==> config.mk <==
export PLATFORM = sky130hd
export DESIGN_NAME = order_decode_sequencer
export DESIGN_NICKNAME = d
export VERILOG_FILES = /design/src/core/order_pkg.sv /design/src/core/order_decode_sequencer.sv
export VERILOG_INCLUDE_DIRS = /design/src /design/src/core
export SDC_FILE = /design/constraint.sdc
export NUM_CORES = 1
export LEC_CHECK = 0
export BUFFER_PORTS_ARGS = -buffer_cell sky130_fd_sc_hd__clkbuf_2
export CORE_ASPECT_RATIO = 0.6
export CORE_MARGIN = 5
export CORE_UTILIZATION = 45
export DETAILED_ROUTE_END_ITERATION = 8
export PLACE_DENSITY = 0.69
export SLEW_MARGIN = 20
export SYNTH_ARGS = -nofsm -noshare
export SYNTH_HDL_FRONTEND = slang
export SYNTH_SLANG_ARGS = --single-unit
==> constraint.sdc <==
create_clock -name core_clk -period 6.5 [get_ports core_clk]
set_clock_uncertainty 0.2 [all_clocks]
set_input_delay 0.975 -clock core_clk [delete_from_list [all_inputs] [get_ports core_clk]]
set_output_delay 0.975 -clock core_clk [all_outputs]
set_load 0.01 [all_outputs]
==> src/core/order_map.svh <==
/*
 Constants of the order decoder and sequencer: timing, field positions, order lines,
 register bit positions and APB register offsets.
 Assumes inclusion by the package and by the design module.
*/
`ifndef ORDER_MAP_SVH
`define ORDER_MAP_SVH

`define CLK_PERIOD_NS 40
`define FIXED_PULSE_NS 80
`define FIXED_PULSE_CYC ((`FIXED_PULSE_NS + `CLK_PERIOD_NS - 1) / `CLK_PERIOD_NS)
`define PULSE_COUNT 7
`define PULSE_FIRST 7'h01
`define P_T1 0
`define P_T2 1
`define P_T3 2
`define P_T5 4
`define P_T6 5
`define P_T7 6
`define CNT_BITS 3

`define WORD_BITS 40
`define ADDR_BITS 10
`define ORDER_BITS 8
`define CODE_BITS 6
`define LINE_COUNT 36
`define LEFT_ORDER_F 39:32
`define LEFT_ADDR_F 29:20
`define RIGHT_ORDER_F 19:12
`define RIGHT_ADDR_F 9:0
`define ORD_UPPER_F 6:4
`define ORD_LOWER_F 2:0
`define PAIR_LO_F 31:0
`define PAIR_HI_F 39:32

`define LINE_LOAD 0
`define LINE_STORE 1
`define LINE_SHIFT_L 2
`define LINE_JUMP 3
`define LINE_JUMP_R 4
`define LINE_DOUBLE 5
`define LINE_ONES 6

`define REG_COUNT 6
`define RB_FIRST 0
`define RB_ACC 1
`define RB_TARGET 2
`define RC_FIRST 3'h1
`define RC_ACC 3'h2
`define RC_TARGET 3'h3
`define RC_MEMBUF 3'h5

`define APB_ADDR_BITS 12
`define APB_CTRL 12'h000
`define APB_STATUS 12'h004
`define APB_PC 12'h008
`define APB_PAIR_LO 12'h00C
`define APB_PAIR_HI 12'h010
`define APB_ORDER 12'h014
`define CTRL_RUN_BIT 0
`define CTRL_RUN_RESET 1'b1

`endif

==> src/core/order_pkg.sv <==
/*
 Types of the order decoder and sequencer: state enums and the packed carriers
 of the APB port, the memory request and the order gate outputs.
 Assumes order_map.svh on the include path.
*/
`include "order_map.svh"

package order_pkg;

	typedef enum logic [0:0] {SEQ_IDLE, SEQ_RUN} seq_state_t;

	typedef enum logic [2:0] {
		IC_FETCH, IC_FETCH_WAIT, IC_LEFT_START, IC_LEFT_WAIT, IC_RIGHT_START, IC_RIGHT_WAIT
	} ic_state_t;

	typedef struct packed {
		logic [`REG_COUNT-1:0] clr0;
		logic [`REG_COUNT-1:0] clr1;
		logic straight;
		logic left;
		logic right;
		logic [2:0] src;
		logic [2:0] dst;
		logic mem_rd;
		logic mem_wr;
		logic set_jump;
		logic set_jump_right;
		logic toggle;
		logic last;
	} gate_t;

	typedef struct packed {
		logic req;
		logic we;
		logic [`ADDR_BITS-1:0] addr;
	} mem_req_t;

	typedef struct packed {
		logic psel;
		logic penable;
		logic pwrite;
		logic [`APB_ADDR_BITS-1:0] paddr;
		logic [31:0] pwdata;
	} apb_req_t;

	typedef struct packed {
		logic [31:0] prdata;
		logic pready;
		logic pslverr;
	} apb_rsp_t;

endpackage : order_pkg

==> src/core/order_decode_sequencer.sv <==
/*
 Central control: instruction-pair fetch, order decoding onto 36 lines, seven-pulse
 operations sequencer, order gates onto register clear and transfer buses, APB registers.
 Assumes memory and arithmetic on core_clk; memory acknowledges a request with mem_ack.
*/
`timescale 1ns/1ps
`include "order_map.svh"

// Functional notes
// RULE_01: Six code bits decode onto 36 lines.
// RULE_02: Line number equals binary code value.
// RULE_03: Seven pulses per pass, three variable.
// RULE_04: Variable pulse ends when operation completes.
// RULE_05: Memory pulse stretched until action done.
// RULE_06: Complex orders repeat the whole pass.
// RULE_07: Simple orders stop the pass early.
// RULE_08: Order gates AND line with pulse.
// RULE_09: Left shift: clear target, gate shifted.
// RULE_10: Fetch clears pair, reads counter address.
// RULE_11: Left instruction first, then right.
// RULE_12: Start signal launches each instruction.
// RULE_13: Left transfer abandons pair, fetches target.
// RULE_14: Right-half transfer skips new left instruction.
// RULE_15: Counter advances one per pair.
// RULE_16: Finish signal releases instruction control.
// RULE_17: Hold stretches second and third pulses.
// RULE_18: Gates set jump and jump-right flags.
// RULE_19: Cycle input repeats the pulse pass.
// RULE_20: Toggle pulse gives exactly two passes.
// RULE_21: Clear buses and straight/left/right transfers.
// RULE_22: Word holds two 20-bit instructions.
// RULE_23: Only six order bits reach decoder.
// RULE_24: Reset clears counter, fetches, sequencer idle.
// RULE_25: One pulse at a time, start needed.
module order_decode_sequencer (
	input wire logic core_clk,
	input wire logic rst_n,
	input order_pkg::apb_req_t apb_i,
	output order_pkg::apb_rsp_t apb_o,
	output order_pkg::mem_req_t mem_o,
	input wire logic mem_ack,
	input wire logic [`WORD_BITS-1:0] mem_rdata,
	input wire logic hold_in,
	input wire logic cycle_in,
	output order_pkg::gate_t gates_o,
	output logic [`PULSE_COUNT-1:0] timed_pulse_o,
	output logic finish_o
);
	import order_pkg::*;

	////////////////////////////////////////////////////////////////////////////////
	// Order gates

	function automatic gate_t order_gates(input logic [`LINE_COUNT-1:0] hit,
		input logic [`PULSE_COUNT-1:0] p);
		gate_t g;
		g = '0;
		// RULE_09 clear then shift
		if (hit[`LINE_SHIFT_L] & p[`P_T1]) begin
			g.clr0[`RB_TARGET] = 1'b1;
		end
		if (hit[`LINE_SHIFT_L] & p[`P_T2]) begin
			g.left = 1'b1;
			g.src = `RC_ACC;
			g.dst = `RC_TARGET;
			g.last = 1'b1;
		end
		// RULE_08 line and pulse
		if (hit[`LINE_LOAD] & p[`P_T1]) begin
			g.clr0[`RB_ACC] = 1'b1;
		end
		if (hit[`LINE_LOAD] & p[`P_T2]) begin
			g.mem_rd = 1'b1;
		end
		if (hit[`LINE_LOAD] & p[`P_T3]) begin
			g.straight = 1'b1;
			g.src = `RC_MEMBUF;
			g.dst = `RC_ACC;
			g.last = 1'b1;
		end
		if (hit[`LINE_STORE] & p[`P_T1]) begin
			g.straight = 1'b1;
			g.src = `RC_ACC;
			g.dst = `RC_MEMBUF;
		end
		if (hit[`LINE_STORE] & p[`P_T5]) begin
			g.mem_wr = 1'b1;
			g.last = 1'b1;
		end
		// RULE_18 jump flags
		if ((hit[`LINE_JUMP] | hit[`LINE_JUMP_R]) & p[`P_T1]) begin
			g.set_jump = 1'b1;
			g.set_jump_right = hit[`LINE_JUMP_R];
			g.last = 1'b1;
		end
		// RULE_21 all-ones clear bus
		if (hit[`LINE_ONES] & p[`P_T1]) begin
			g.clr1[`RB_ACC] = 1'b1;
			g.last = 1'b1;
		end
		if (hit[`LINE_DOUBLE] & p[`P_T2]) begin
			g.right = 1'b1;
			g.src = `RC_ACC;
			g.dst = `RC_FIRST;
		end
		// RULE_20 start toggle
		if (hit[`LINE_DOUBLE] & p[`P_T6]) begin
			g.toggle = 1'b1;
		end
		// RULE_07 early stop
		if (p[`P_T1] & ~(hit[`LINE_LOAD] | hit[`LINE_STORE] | hit[`LINE_SHIFT_L]
			| hit[`LINE_DOUBLE])) begin
			g.last = 1'b1;
		end
		return g;
	endfunction : order_gates

	////////////////////////////////////////////////////////////////////////////////
	// Order matrix

	logic [`CODE_BITS-1:0] order_q, order_d;
	logic [`LINE_COUNT-1:0] line_hit;

	function automatic logic [`CODE_BITS-1:0] code_of(input logic [`ORDER_BITS-1:0] o);
		// RULE_23 drop leading tetrad ones
		return {o[`ORD_UPPER_F], o[`ORD_LOWER_F]};
	endfunction : code_of

	// RULE_01 one gate per line
	for (genvar i = 0; i < `LINE_COUNT; i++) begin : g_line
		// RULE_02 binary ordered match
		assign line_hit[i] = (order_q == `CODE_BITS'(i));
	end

	////////////////////////////////////////////////////////////////////////////////
	// Operations sequencer

	seq_state_t seq_q, seq_d;
	logic [`PULSE_COUNT-1:0] pulse_q, pulse_d;
	logic [`CNT_BITS-1:0] cnt_q, cnt_d;
	logic toggle_q, toggle_d;
	gate_t gates_q, gates_d;
	logic seq_start, seq_finish, pulse_end, pass_end, mem_ok, variable_p, stretch;
	logic toggle_next;

	always_comb begin
		seq_d = seq_q;
		pulse_d = pulse_q;
		cnt_d = cnt_q;
		toggle_d = toggle_q;
		seq_finish = 1'b0;
		// RULE_05 wait for memory action
		mem_ok = ~(gates_q.mem_rd | gates_q.mem_wr) | mem_ack;
		// RULE_03 three variable pulses
		variable_p = pulse_q[`P_T2] | pulse_q[`P_T3] | pulse_q[`P_T5];
		// RULE_17 hold stretch
		stretch = hold_in & (pulse_q[`P_T2] | pulse_q[`P_T3]);
		// RULE_04 end on completion
		if (variable_p) begin
			pulse_end = mem_ok & ~stretch;
		end else begin
			pulse_end = mem_ok & (cnt_q == `CNT_BITS'(`FIXED_PULSE_CYC - 1));
		end
		toggle_next = toggle_q ^ gates_q.toggle;
		pass_end = pulse_end & (gates_q.last | pulse_q[`P_T7]);
		unique case (seq_q)
			SEQ_IDLE: begin
				// RULE_25 wait for start
				if (seq_start) begin
					seq_d = SEQ_RUN;
					pulse_d = `PULSE_FIRST;
					cnt_d = '0;
					toggle_d = 1'b0;
				end
			end
			SEQ_RUN: begin
				if (pass_end) begin
					// RULE_06 repeat pass
					// RULE_19 cycle input
					if (cycle_in | toggle_next) begin
						pulse_d = `PULSE_FIRST;
						toggle_d = toggle_next;
					end else begin
						// RULE_16 finish signal
						seq_d = SEQ_IDLE;
						pulse_d = '0;
						toggle_d = 1'b0;
						seq_finish = 1'b1;
					end
					cnt_d = '0;
				end else if (pulse_end) begin
					// RULE_25 one-hot advance
					pulse_d = pulse_q << 1;
					cnt_d = '0;
					toggle_d = toggle_next;
				end else begin
					cnt_d = cnt_q + `CNT_BITS'(1);
				end
			end
		endcase
		gates_d = order_gates(line_hit, pulse_d);
	end

	always_ff @(posedge core_clk) begin
		if (!rst_n) begin
			// RULE_24 sequencer idle
			seq_q <= SEQ_IDLE;
			pulse_q <= '0;
			cnt_q <= '0;
			toggle_q <= 1'b0;
			gates_q <= '0;
		end else begin
			seq_q <= seq_d;
			pulse_q <= pulse_d;
			cnt_q <= cnt_d;
			toggle_q <= toggle_d;
			gates_q <= gates_d;
		end
	end

	////////////////////////////////////////////////////////////////////////////////
	// Instruction control

	ic_state_t ic_q, ic_d;
	logic [`ADDR_BITS-1:0] pc_q, pc_d, addr_q, addr_d;
	logic [`WORD_BITS-1:0] pair_q, pair_d;
	logic jump_q, jump_d, jright_q, jright_d, skip_q, skip_d, jump_now, jright_now;
	logic run_q, wr_pc;
	logic [31:0] pwdata_w;
	mem_req_t mem_q, mem_d;

	// RULE_12 start pulse
	assign seq_start = (ic_q == IC_LEFT_START) | (ic_q == IC_RIGHT_START);

	always_comb begin
		ic_d = ic_q;
		pc_d = pc_q;
		addr_d = addr_q;
		pair_d = pair_q;
		order_d = order_q;
		skip_d = skip_q;
		// RULE_18 gate set seen same cycle; clear on finish wins over it
		jump_now = jump_q | gates_q.set_jump;
		jright_now = jright_q | gates_q.set_jump_right;
		jump_d = jump_now;
		jright_d = jright_now;
		unique case (ic_q)
			IC_FETCH: begin
				// RULE_10 clear pair
				pair_d = '0;
				if (run_q) begin
					ic_d = IC_FETCH_WAIT;
				end
				if (wr_pc) begin
					pc_d = pwdata_w[`ADDR_BITS-1:0];
				end
			end
			IC_FETCH_WAIT: begin
				if (mem_ack) begin
					// RULE_22 two instructions per word
					pair_d = mem_rdata;
					skip_d = 1'b0;
					// RULE_14 skip left half
					if (skip_q) begin
						ic_d = IC_RIGHT_START;
						order_d = code_of(mem_rdata[`RIGHT_ORDER_F]);
						addr_d = mem_rdata[`RIGHT_ADDR_F];
						// RULE_15 advance counter
						pc_d = pc_q + `ADDR_BITS'(1);
					end else begin
						// RULE_11 left first
						ic_d = IC_LEFT_START;
						order_d = code_of(mem_rdata[`LEFT_ORDER_F]);
						addr_d = mem_rdata[`LEFT_ADDR_F];
					end
				end
			end
			IC_LEFT_START: begin
				ic_d = IC_LEFT_WAIT;
			end
			IC_LEFT_WAIT: begin
				// RULE_16 wait for finish
				if (seq_finish) begin
					if (jump_now) begin
						// RULE_13 abandon pair
						pc_d = addr_q;
						skip_d = jright_now;
						jump_d = 1'b0;
						jright_d = 1'b0;
						ic_d = IC_FETCH;
					end else begin
						// RULE_11 then right
						ic_d = IC_RIGHT_START;
						order_d = code_of(pair_q[`RIGHT_ORDER_F]);
						addr_d = pair_q[`RIGHT_ADDR_F];
						// RULE_15 advance counter
						pc_d = pc_q + `ADDR_BITS'(1);
					end
				end
			end
			IC_RIGHT_START: begin
				ic_d = IC_RIGHT_WAIT;
			end
			IC_RIGHT_WAIT: begin
				if (seq_finish) begin
					if (jump_now) begin
						pc_d = addr_q;
						skip_d = jright_now;
					end
					jump_d = 1'b0;
					jright_d = 1'b0;
					ic_d = IC_FETCH;
				end
			end
			default: begin
				ic_d = IC_FETCH;
			end
		endcase
		// RULE_10 counter to memory address
		mem_d.req = (ic_d == IC_FETCH_WAIT) | gates_d.mem_rd | gates_d.mem_wr;
		mem_d.we = gates_d.mem_wr;
		mem_d.addr = (ic_d == IC_FETCH_WAIT) ? pc_d : addr_d;
	end

	always_ff @(posedge core_clk) begin
		if (!rst_n) begin
			// RULE_24 clear counter, fetch
			ic_q <= IC_FETCH;
			pc_q <= '0;
			addr_q <= '0;
			pair_q <= '0;
			order_q <= '0;
			jump_q <= 1'b0;
			jright_q <= 1'b0;
			skip_q <= 1'b0;
			mem_q <= '0;
		end else begin
			ic_q <= ic_d;
			pc_q <= pc_d;
			addr_q <= addr_d;
			pair_q <= pair_d;
			order_q <= order_d;
			jump_q <= jump_d;
			jright_q <= jright_d;
			skip_q <= skip_d;
			mem_q <= mem_d;
		end
	end

	////////////////////////////////////////////////////////////////////////////////
	// APB registers

	logic [31:0] prdata_q, prdata_d;
	logic run_d, setup_ph, access_ph, mapped;

	assign pwdata_w = apb_i.pwdata;
	assign setup_ph = apb_i.psel & ~apb_i.penable;
	assign access_ph = apb_i.psel & apb_i.penable;
	assign wr_pc = access_ph & apb_i.pwrite & (apb_i.paddr == `APB_PC) & ~run_q;

	always_comb begin
		run_d = run_q;
		prdata_d = prdata_q;
		mapped = 1'b1;
		unique case (apb_i.paddr)
			`APB_CTRL, `APB_STATUS, `APB_PC, `APB_PAIR_LO, `APB_PAIR_HI, `APB_ORDER: begin
				mapped = 1'b1;
			end
			default: begin
				mapped = 1'b0;
			end
		endcase
		if (setup_ph & ~apb_i.pwrite) begin
			unique case (apb_i.paddr)
				`APB_CTRL: prdata_d = 32'(run_q);
				`APB_STATUS: prdata_d = 32'({ic_q, seq_q, pulse_q, toggle_q, jump_q, jright_q,
					skip_q});
				`APB_PC: prdata_d = 32'(pc_q);
				`APB_PAIR_LO: prdata_d = pair_q[`PAIR_LO_F];
				`APB_PAIR_HI: prdata_d = 32'(pair_q[`PAIR_HI_F]);
				`APB_ORDER: prdata_d = 32'({|line_hit, order_q});
				default: prdata_d = '0;
			endcase
		end
		if (access_ph & apb_i.pwrite & (apb_i.paddr == `APB_CTRL)) begin
			run_d = apb_i.pwdata[`CTRL_RUN_BIT];
		end
	end

	always_ff @(posedge core_clk) begin
		if (!rst_n) begin
			run_q <= `CTRL_RUN_RESET;
			prdata_q <= '0;
		end else begin
			run_q <= run_d;
			prdata_q <= prdata_d;
		end
	end

	assign apb_o.prdata = prdata_q;
	assign apb_o.pready = access_ph;
	assign apb_o.pslverr = access_ph & ~mapped;

	assign mem_o = mem_q;
	// RULE_21 registered clear and transfer buses
	assign gates_o = gates_q;
	assign timed_pulse_o = pulse_q;
	assign finish_o = seq_finish;

endmodule : order_decode_sequencer

==> results of run 1 <==
==> cells by family after synthesis <==
group	Yosys count	synth area share, %
flip-flops	144	40.9
multiplexers	36	5.21
buffers and inverters	96	5.97
AO/OA/AOI/OAI	239	21.3
adder cells (fa/ha/maj)	4	0.675
other	1	0.0532
XOR/XNOR	11	1.37
AND/OR/NAND/NOR	378	24.5
==> stage by stage <==
stage / cell area (um^2) / hold WS (ps) / cells
2_1_floorplan: 7070 / 231 / 917
3_3_place_gp: 7730 / 237 / 1188
3_5_place_dp: 7730 / 244 / 1188
4_1_cts: 8310 / 251 / 1220
5_1_grt: 8310 / 269 / 1220
6_report: 8310 / 251 / 1220
==> where the power goes <==
group          switching (mW)  total (mW)  internal (mW)
Clock                   0.393       0.962          0.569
Combinational           0.209       0.312          0.102
Sequential             0.0448       0.969          0.924
Total                   0.647        2.24           1.60
==> cells in the mapped netlist (all sizes together) (6+ instances only) <==
cell type / number / share of area [%]
clkbuf: 55 / 2.9
a22oi: 13 / 1.4
inv: 14 / 0.75
a31oi: 11 / 0.98
buf: 26 / 2.2
nand2: 112 / 6.0
mux2i: 34 / 4.8
xor2: 7 / 0.87
a211oi: 7 / 0.82
o21ai: 41 / 2.9
dfxtp: 144 / 41
nand2b: 13 / 1.2
nor2: 109 / 5.8
or2: 9 / 0.80
nor3: 20 / 1.4
and2: 6 / 0.53
and3: 10 / 0.89
a221oi: 14 / 1.8
o211ai: 7 / 0.75
nand3: 73 / 5.2
a21oi: 102 / 7.3
==> path summary, 6_finish.rpt <==
kind	start	endpoint	slack, ps	cells after the start
setup / recovery	apb_i[36]	apb_o[0]	2560	5
hold / removal	prdata_q[18]	prdata_q[18]	250	2
setup reg to reg	timed_pulse_o[2]	mem_o[0]	2800	8
hold reg to reg	prdata_q[18]	prdata_q[18]	250	2
==> state kept, by name, summed over array words and instances (netlist names) <==
register and count:
mem_o 12, gates_o 15, cnt_q 3, addr_q 10
run_q 1, timed_pulse_o 7, seq_q 1, ic_q 3
order_q 6, prdata_q 32, skip_q 1, toggle_q 1
pair_q 40, pc_q 10, jright_q 1, jump_q 1
==> final cells by class <==
cell class | count | area share, %
tap | 203 | 3.06
multi-input combinational | 677 | 45.4
clock buffer | 21 | 5.30
sequential | 144 | 34.7
timing repair buffer | 149 | 9.22
inverter | 15 | 0.678
clock inverter | 11 | 1.61
==> worst register-to-register path, cell delays in order (launching register included) <==
cell and delay, ps:
dfxtp_1 400, o21ai_0 480, o211a_1 380, nand2b_1 400
inv_2 350, o211ai_1 170, or2_2 400, nor2_1 460
a2bb2oi_1 360
==> metal layers <==
layer  vias up  part of all wire, %  GRT usage (%)
li1       3396                    -              -
met1      3375                   46           39.1
met2       443                   40           34.5
met3        37                   12           7.07
met4         2                  1.1           4.75
met5         -                0.056              0
==> layout by cell type (no fill, tap or decap), types with 5 or more instances in the layout <==
cell,instances
buf_4,8
a22oi_1,13
mux2i_1,34
or2_2,9
and2_1,5
inv_1,13
o211a_1,5
a21oi_1,101
nor3_1,20
conb_1,9
o21ai_0,39
clkbuf_2,141
xor2_1,7
a31oi_1,11
dfxtp_1,144
o22ai_1,5
a211oi_1,6
nor2_1,107
clkbuf_16,17
nand3_1,73
nand2b_1,13
a221oi_1,13
o211ai_1,7
nand2_1,112
and3_1,10
==> impl_results.md, run 1 <==
- Outcome: finished, final reports clean
- Fmax: 0.254 GHz
- Setup TNS: 0 ps
- Max-Cap Viols: 0
- Worst-margin pin slew: 1190 ps
- Port buffer count: 141
- Post-layout nets: 1,099
- Clk_lat worst skew: 420 ps
- Maximum vdd drop: 0.145 mV
- Nature of the critical path startpoint: primary input
- Clk root buf: clkbuf_16
- GRT Overall Usage: 25.2%
- Total gr overflow: 0
- Clock Path Buffers: 2
- Detail Placement HPWL: 16,900 um
- Leak Pwr: 3.26 nW
- Final worst slack: 2560 ps
- Share of cells above drive strength 1: 19.9%
- DR DRC count: 0
- CTS tree: built
- Post-Syn Area per Cell: 7.75 um^2
- Area grow syn2layout: 18.0%
- Vias in the first global route: 6,577
- Tcrit/Tclk final: 60.6%
- Unrepaired setup endpoints after global routing: false
- Fill count: 1,509
- Total die area: 18,300 um^2
- CP Capture Type: output pin
- Largest net degree at the start of global routing: 88
- Worst Hold Class: reg2reg
- Synth warn: 0
- EDFF count, synth: 0
- DR pass1 iterations: 6
- Worst-path cell chain: clkbuf_2 -> or4_1 -> or4_1 -> and3_1 -> clkbuf_2
- Final core utilization: 54.2%
- Post-Route WL: 23,400 um
- Num rows: 35
- Die Wd: 172 um
- DRT iter0 DRCs: 1,064
- H-tree levels: 4
- Netlist cell types: 70
- Number of synthesized register bits: 144
- Hold buffers post-CTS: 0
- Mapped Cells: 909
- WL/cell: 19.2 um
- Power Dens Cells: 270 nW/um^2
- Clock slew at reported path FFs: 70 ps
- Total CTS buffers: 17
- # resized after CTS: 0
- Crit-path max cell delay: 690 ps
- Max-slew headroom: 19.4%
- Multi-input logic area: 3770 um^2
- Sequential area share after synthesis: 40.9%
- Vias per cell: 5.95
- Worst Path Max Fanout: 11
- Async SR Flop Fraction: 0%
- Sequential Area: 2880 um^2
- Arrival time worst endpoint: 2760 ps
- Initial Util: 46.0%
- # IOs: 173
- Post-CTS setup buffers: 0
- Die height: 107 um
- Synthesized cell area: 7040 um^2
- Buffer and inverter count on the worst path: 2
- Worst Path Required: 5320 ps
- Initial antenna violation count: 1
- # diodes: 0
- Kind of critical path: in2out
- Minimum clock period: 3940 ps
- Core area: 15,300 um^2
- Number of antenna-violating nets in the routed design: 0
- Final Max Slew Viols: 0
- First-pass GRT wire length: 36,400 um
- Primary FF master, synth: dfxtp_1
- Final setup vio count: 0
- Vias: 7,253
- Crit path max-delay family: simple AND/OR/NAND/NOR gates
- Total Power: 2.24 mW
- Clock sink total: 144
- Post-Place Setup Slack: 2220 ps
- Fin. Hold Viols: 0
- Routability-driven placement congestion ratio: 0.959
- Slowest cell on crit path: or4_1
(Power assumes the default switching activity.)
==> run 2, diff against run 1 <==
- clock period: 6.5 -> 3.98 ns (I/O delays scaled with it)
==> impl_results.md, run 2 (synthesis gave the netlist of run 1 again) <==
- Outcome: finished, final reports clean
- # resized after CTS: 0
- Fin. Hold Viols: 0
- Worst-margin pin slew: 1080 ps
- Design Area, Final: 8500 um^2
- Vias per cell: 5.87
- DR pass1 iterations: 7
- Total die area: 18,300 um^2
- Routability-driven placement congestion ratio: 0.951
- Tcrit/Tclk final: 83.5%
- Largest net degree at the start of global routing: 50
- Detail Placement HPWL: 17,400 um
- Clock slew at reported path FFs: 60 ps
- Maximum vdd drop: 0.304 mV
- Total Power: 3.85 mW
- Final setup vio count: 0
- Critical R2R Capture: mem_o[4]
- Clk root buf: clkbuf_16
- Clock sink total: 144
- DP Area: 7860 um^2
- Hold path cells: 3
- Vias: 7,264
- Hold path endpoint: pair_q[19]
- Initial Util: 46.0%
- Vias in the first global route: 6,670
- Clock Path Buffers: 2
- Commonest non-fill, non-tap cell in the layout: dfxtp_1
- GRT Overall Usage: 25.5%
- Reg-to-reg critical path startpoint: timed_pulse_o[2]
- Die Wd: 172 um
- Max reg flops: 40
- Area grow syn2layout: 20.7%
- H-tree levels: 4
- Kind of critical path: in2reg
- Worst Path Max Fanout: 13
- Power Dens Cells: 453 nW/um^2
- # IOs: 173
- Fill count: 1,435
- Worst Path Required: 4090 ps
- Final Max Slew Viols: 0
- Initial antenna violation count: 0
- WL/cell: 19.1 um
- Arrival time worst endpoint: 3430 ps
- Worst Hold Class: in2reg
- # diodes: 0
- Sequential Area: 2880 um^2
- Core area: 15,300 um^2
- DRT iter0 DRCs: 975
- Finished Layout Cells: 1,237
- CTS tree: built
- Fmax: 0.301 GHz
- Largest Register: pair_q
- CP Capture Type: register
- Post-Route WL: 23,700 um
- CP startpoint: apb_i[36]
- HP Start: mem_rdata[19]
- Total gr overflow: 0
- Clk_lat worst skew: 420 ps
- Unrepaired setup endpoints after global routing: false
- First-pass GRT wire length: 36,700 um
- Post-CTS setup buffers: 0
- Worst-case reg-to-reg path depth: 8
- Multi-input logic area: 3770 um^2
- Setup TNS: 0 ps
- Inst Count DP: 1,205
- DR DRC count: 0
- Post-Place Setup Slack: 268 ps
- Most frequent cells in the layout: dfxtp_1, clkbuf_2, nand2_1
- Minimum clock period: 3320 ps
- Die height: 107 um
- Nature of the critical path startpoint: primary input
- Leak Pwr: 3.39 nW
- R2R Setup Slk: 870 ps
- Share of cells above drive strength 1: 21.5%
- Number of antenna-violating nets in the routed design: 0
- Port buffer count: 141
- Post-layout nets: 1,116
- Hold buffers post-CTS: 0
- Final worst slack: 656 ps
- Total CTS buffers: 17
- Num rows: 35
- Max-Cap Viols: 0
- Max-slew headroom: 26.8%
==> run 2: changes by cell type in the layout (fill, tap and decap cells not counted), sizes merged <==
| cell | before | now |
|---|---|---|
| inv | 17 | 21 |
| clkbuf | 162 | 160 |
| clkinv | 3 | 2 |
| buf | 8 | 25 |
| bufinv | 2 | 4 |
| clkinvlp | 4 | 1 |
==> run 2: final cells by class <==
type                            instances  share of cell area [%]
Multi-Input combinational cell        677                    44.4
Tap cell                              203                    2.99
Timing Repair Buffer                  166                    10.5
Inverter                               15                   0.662
Clock inverter                         13                    2.33
Sequential cell                       144                    33.9
Clock buffer                           19                    5.21
==> run 2: through the flow <==
stage	util, %	hold WS (ps)
2_1_floorplan	-	231
3_3_place_gp	51.3	237
3_5_place_dp	51.3	243
4_1_cts	55.5	208
5_1_grt	55.5	211
6_report	55.5	222
==> run 2: per-layer routing <==
metal  share of wire, %  global-route usage, %  up-vias
met5                  0                      0        -
li1                   -                      -     3429
met4                1.4                   5.94        0
met3                 12                   6.63       32
met1                 47                   40.1     3402
met2                 40                   34.3      401
==> run 2: critical path, stage by stage <==
cell	delay [ps]
clkbuf_2	140
or4_1	600
or4_1	520
or3_1	680
mux2_4	420
a21oi_2	130
o21ai_1	100
a22o_1	250
==> run 2: worst max path at each step <==
| stage | end | slack [ps] | cells past startpoint |
|---|---|---|---|
| CTS | mem_o[7] | 700 | 8 |
| floorplan | pc_q[7] | 860 | 8 |
| global route | pc_q[7] | 580 | 8 |
| global placement | mem_o[7] | 330 | 8 |
| detailed placement | mem_o[7] | 270 | 8 |
| finish | mem_o[7] | 660 | 8 |
==> run 2: where the power goes <==
part           internal [mW]  switching (mW)  leakage (nW)
registers               1.51          0.0702          1.17
clock network           1.08           0.661         0.310
logic                  0.182           0.346          1.91
total                   2.77            1.08          3.39
==> run 3, diff against run 2 <==
- PLACE_DENSITY: 0.69 -> 0.72
- clock period: 3.98 -> 2.9 ns (I/O delays scaled with it)
==> impl_results.md, run 3 (synthesis gave the netlist of run 1 again) <==
- Outcome: finished, final reports clean
- Final Max Slew Viols: 0
- CP startpoint: timed_pulse_o[1]
- CP Depth: 8
- Worst Path Required: 2990 ps
- Power Dens Cells: 599 nW/um^2
- Share of cells above drive strength 1: 25.1%
- CTS tree: built
- Setup TNS: 0 ps
- Vias: 7,472
- Worst-path cell chain: buf_4 -> or3_1 -> o211ai_1 -> o21ai_0 -> o221a_2 -> o21ai_1 -> a21oi_1 -> or4b_2
- Die Wd: 172 um
- Clk root buf: clkbuf_16
- Kind of critical path: reg2reg
- Slowest cell on crit path: or4b_2
- GRT Overall Usage: 26.1%
- Initial Util: 46.0%
- WL/cell: 19.2 um
- Fmax: 0.357 GHz
- Num rows: 35
- Nature of the critical path startpoint: register
- Area grow syn2layout: 25.8%
- Detail Placement HPWL: 17,900 um
- Sequential Area: 2880 um^2
- DRT iter0 DRCs: 955
- Clock Path Buffers: 2
- Finished Layout Cells: 1,273
- Hold_ws: 49.6 ps
- Leak Pwr: 3.59 nW
- Tcrit/Tclk final: 96.5%
- Post-layout nets: 1,153
- First-pass GRT wire length: 37,500 um
- CP Capture Type: register
- Clk_lat worst skew: 420 ps
- DR pass1 iterations: 5
- Maximum vdd drop: 0.410 mV
- Vias per cell: 5.87
- Worst Path Max Fanout: 5
- Max reg flops: 40
- Die height: 107 um
- # IOs: 173
- Max-Cap Viols: 0
- Total die area: 18,300 um^2
- # diodes: 0
- Largest Register: pair_q
- Commonest non-fill, non-tap cell in the layout: dfxtp_1
- Worst-margin pin slew: 884 ps
- Hold path cells: 3
- Final setup vio count: 0
- Fill count: 1,415
- DR DRC count: 0
- Core area: 15,300 um^2
- Number of antenna-violating nets in the routed design: 0
- Minimum clock period: 2800 ps
- Unrepaired setup endpoints after global routing: false
- Inst Count DP: 1,242
- HP Start: mem_rdata[15]
- Fin. Hold Viols: 0
- Max-slew headroom: 40.9%
- Worst Hold Class: in2reg
- Clock sink total: 144
- Total CTS buffers: 17
- Final core utilization: 57.8%
- H-tree levels: 4
- Multi-input logic area: 3830 um^2
- Initial antenna violation count: 0
- Total gr overflow: 0
- Largest net degree at the start of global routing: 89
- Most frequent cells in the layout: dfxtp_1, clkbuf_2, nand2_1
- Crit-path max cell delay: 620 ps
- Port buffer count: 141
- Reg-to-reg critical path startpoint: timed_pulse_o[1]
- Crit path max-delay family: simple AND/OR/NAND/NOR gates
- Vias in the first global route: 6,926
- Arrival time worst endpoint: 2890 ps
- Buffer and inverter count on the worst path: 1
- Post-Route WL: 24,400 um
- Routability-driven placement congestion ratio: 0.995
- Worst-case reg-to-reg path depth: 8
- Clock slew at reported path FFs: 60 ps
[run 3: cell types whose count changed in the layout (fill, tap and decap cells not counted), moves of 2 or more]
cell	before	now
buf_12	0	3
clkinv_4	2	5
buf_4	25	59
inv_6	6	1
nor2_1	107	105
nor2_2	2	4
or4_1	3	1
or4_4	0	2
[run 3: power breakdown]
| part | leakage (nW) | total (mW) | internal (mW) | switching [mW] |
|---|---|---|---|---|
| logic | 2.12 | 0.800 | 0.291 | 0.509 |
| clock network | 0.304 | 2.35 | 1.47 | 0.881 |
| registers | 1.17 | 2.16 | 2.07 | 0.0890 |
| total | 3.59 | 5.31 | 3.83 | 1.48 |
[run 3: layer usage]
layer | routed length, um | part of all wire (%) | GRT usage (%)
met1 | 11000 | 45 | 39.4
met2 | 9730 | 40 | 35.4
met3 | 3180 | 13 | 7.52
met4 | 470 | 1.9 | 7.74
met5 | 0 | 0 | 0
[run 3: final cells by class]
type                            instances  area share (%)
Multi-Input combinational cell        677            43.2
Clock buffer                           19            5.00
Inverter                               15           0.636
Timing Repair Buffer                  203            13.6
Tap cell                              203            2.87
Sequential cell                       144            32.5
Clock inverter                         12            2.09
[run 3: worst reg2reg max path, cell delays in order (launching register included)]
cell	delay, ps
dfxtp_1	310
buf_4	150
or3_1	410
o211ai_1	400
o21ai_0	160
o221a_2	170
o21ai_1	180
a21oi_1	70
or4b_2	620
[run 3: timing repair]
| item | 4_1_cts | 5_1_grt |
|---|---|---|
| endpoints found under the hold margin | 0 | 0 |
| resized for setup | 0 | 11 |
| hold buffers | 0 | 0 |
| setup buffers | 0 | 0 |
| setup endpoints to repair | 0 | 14 |
[run 3: final timing paths]
path	endpoint	slack (ps)
max	gates_o[0]	100
min	pair_q[15]	50
max reg2reg	gates_o[0]	100
min reg2reg	prdata_q[31]	250
[run 3: metrics by stage]
stage	worst slack (ps)	instance area, um^2	total power, mW
2_1_floorplan	-41.7	7080	2.64
3_3_place_gp	-322	8180	2.96
3_5_place_dp	-365	8180	2.96
4_1_cts	28.7	8810	5.29
5_1_grt	24.8	8860	5.49
6_report	100	8860	5.31
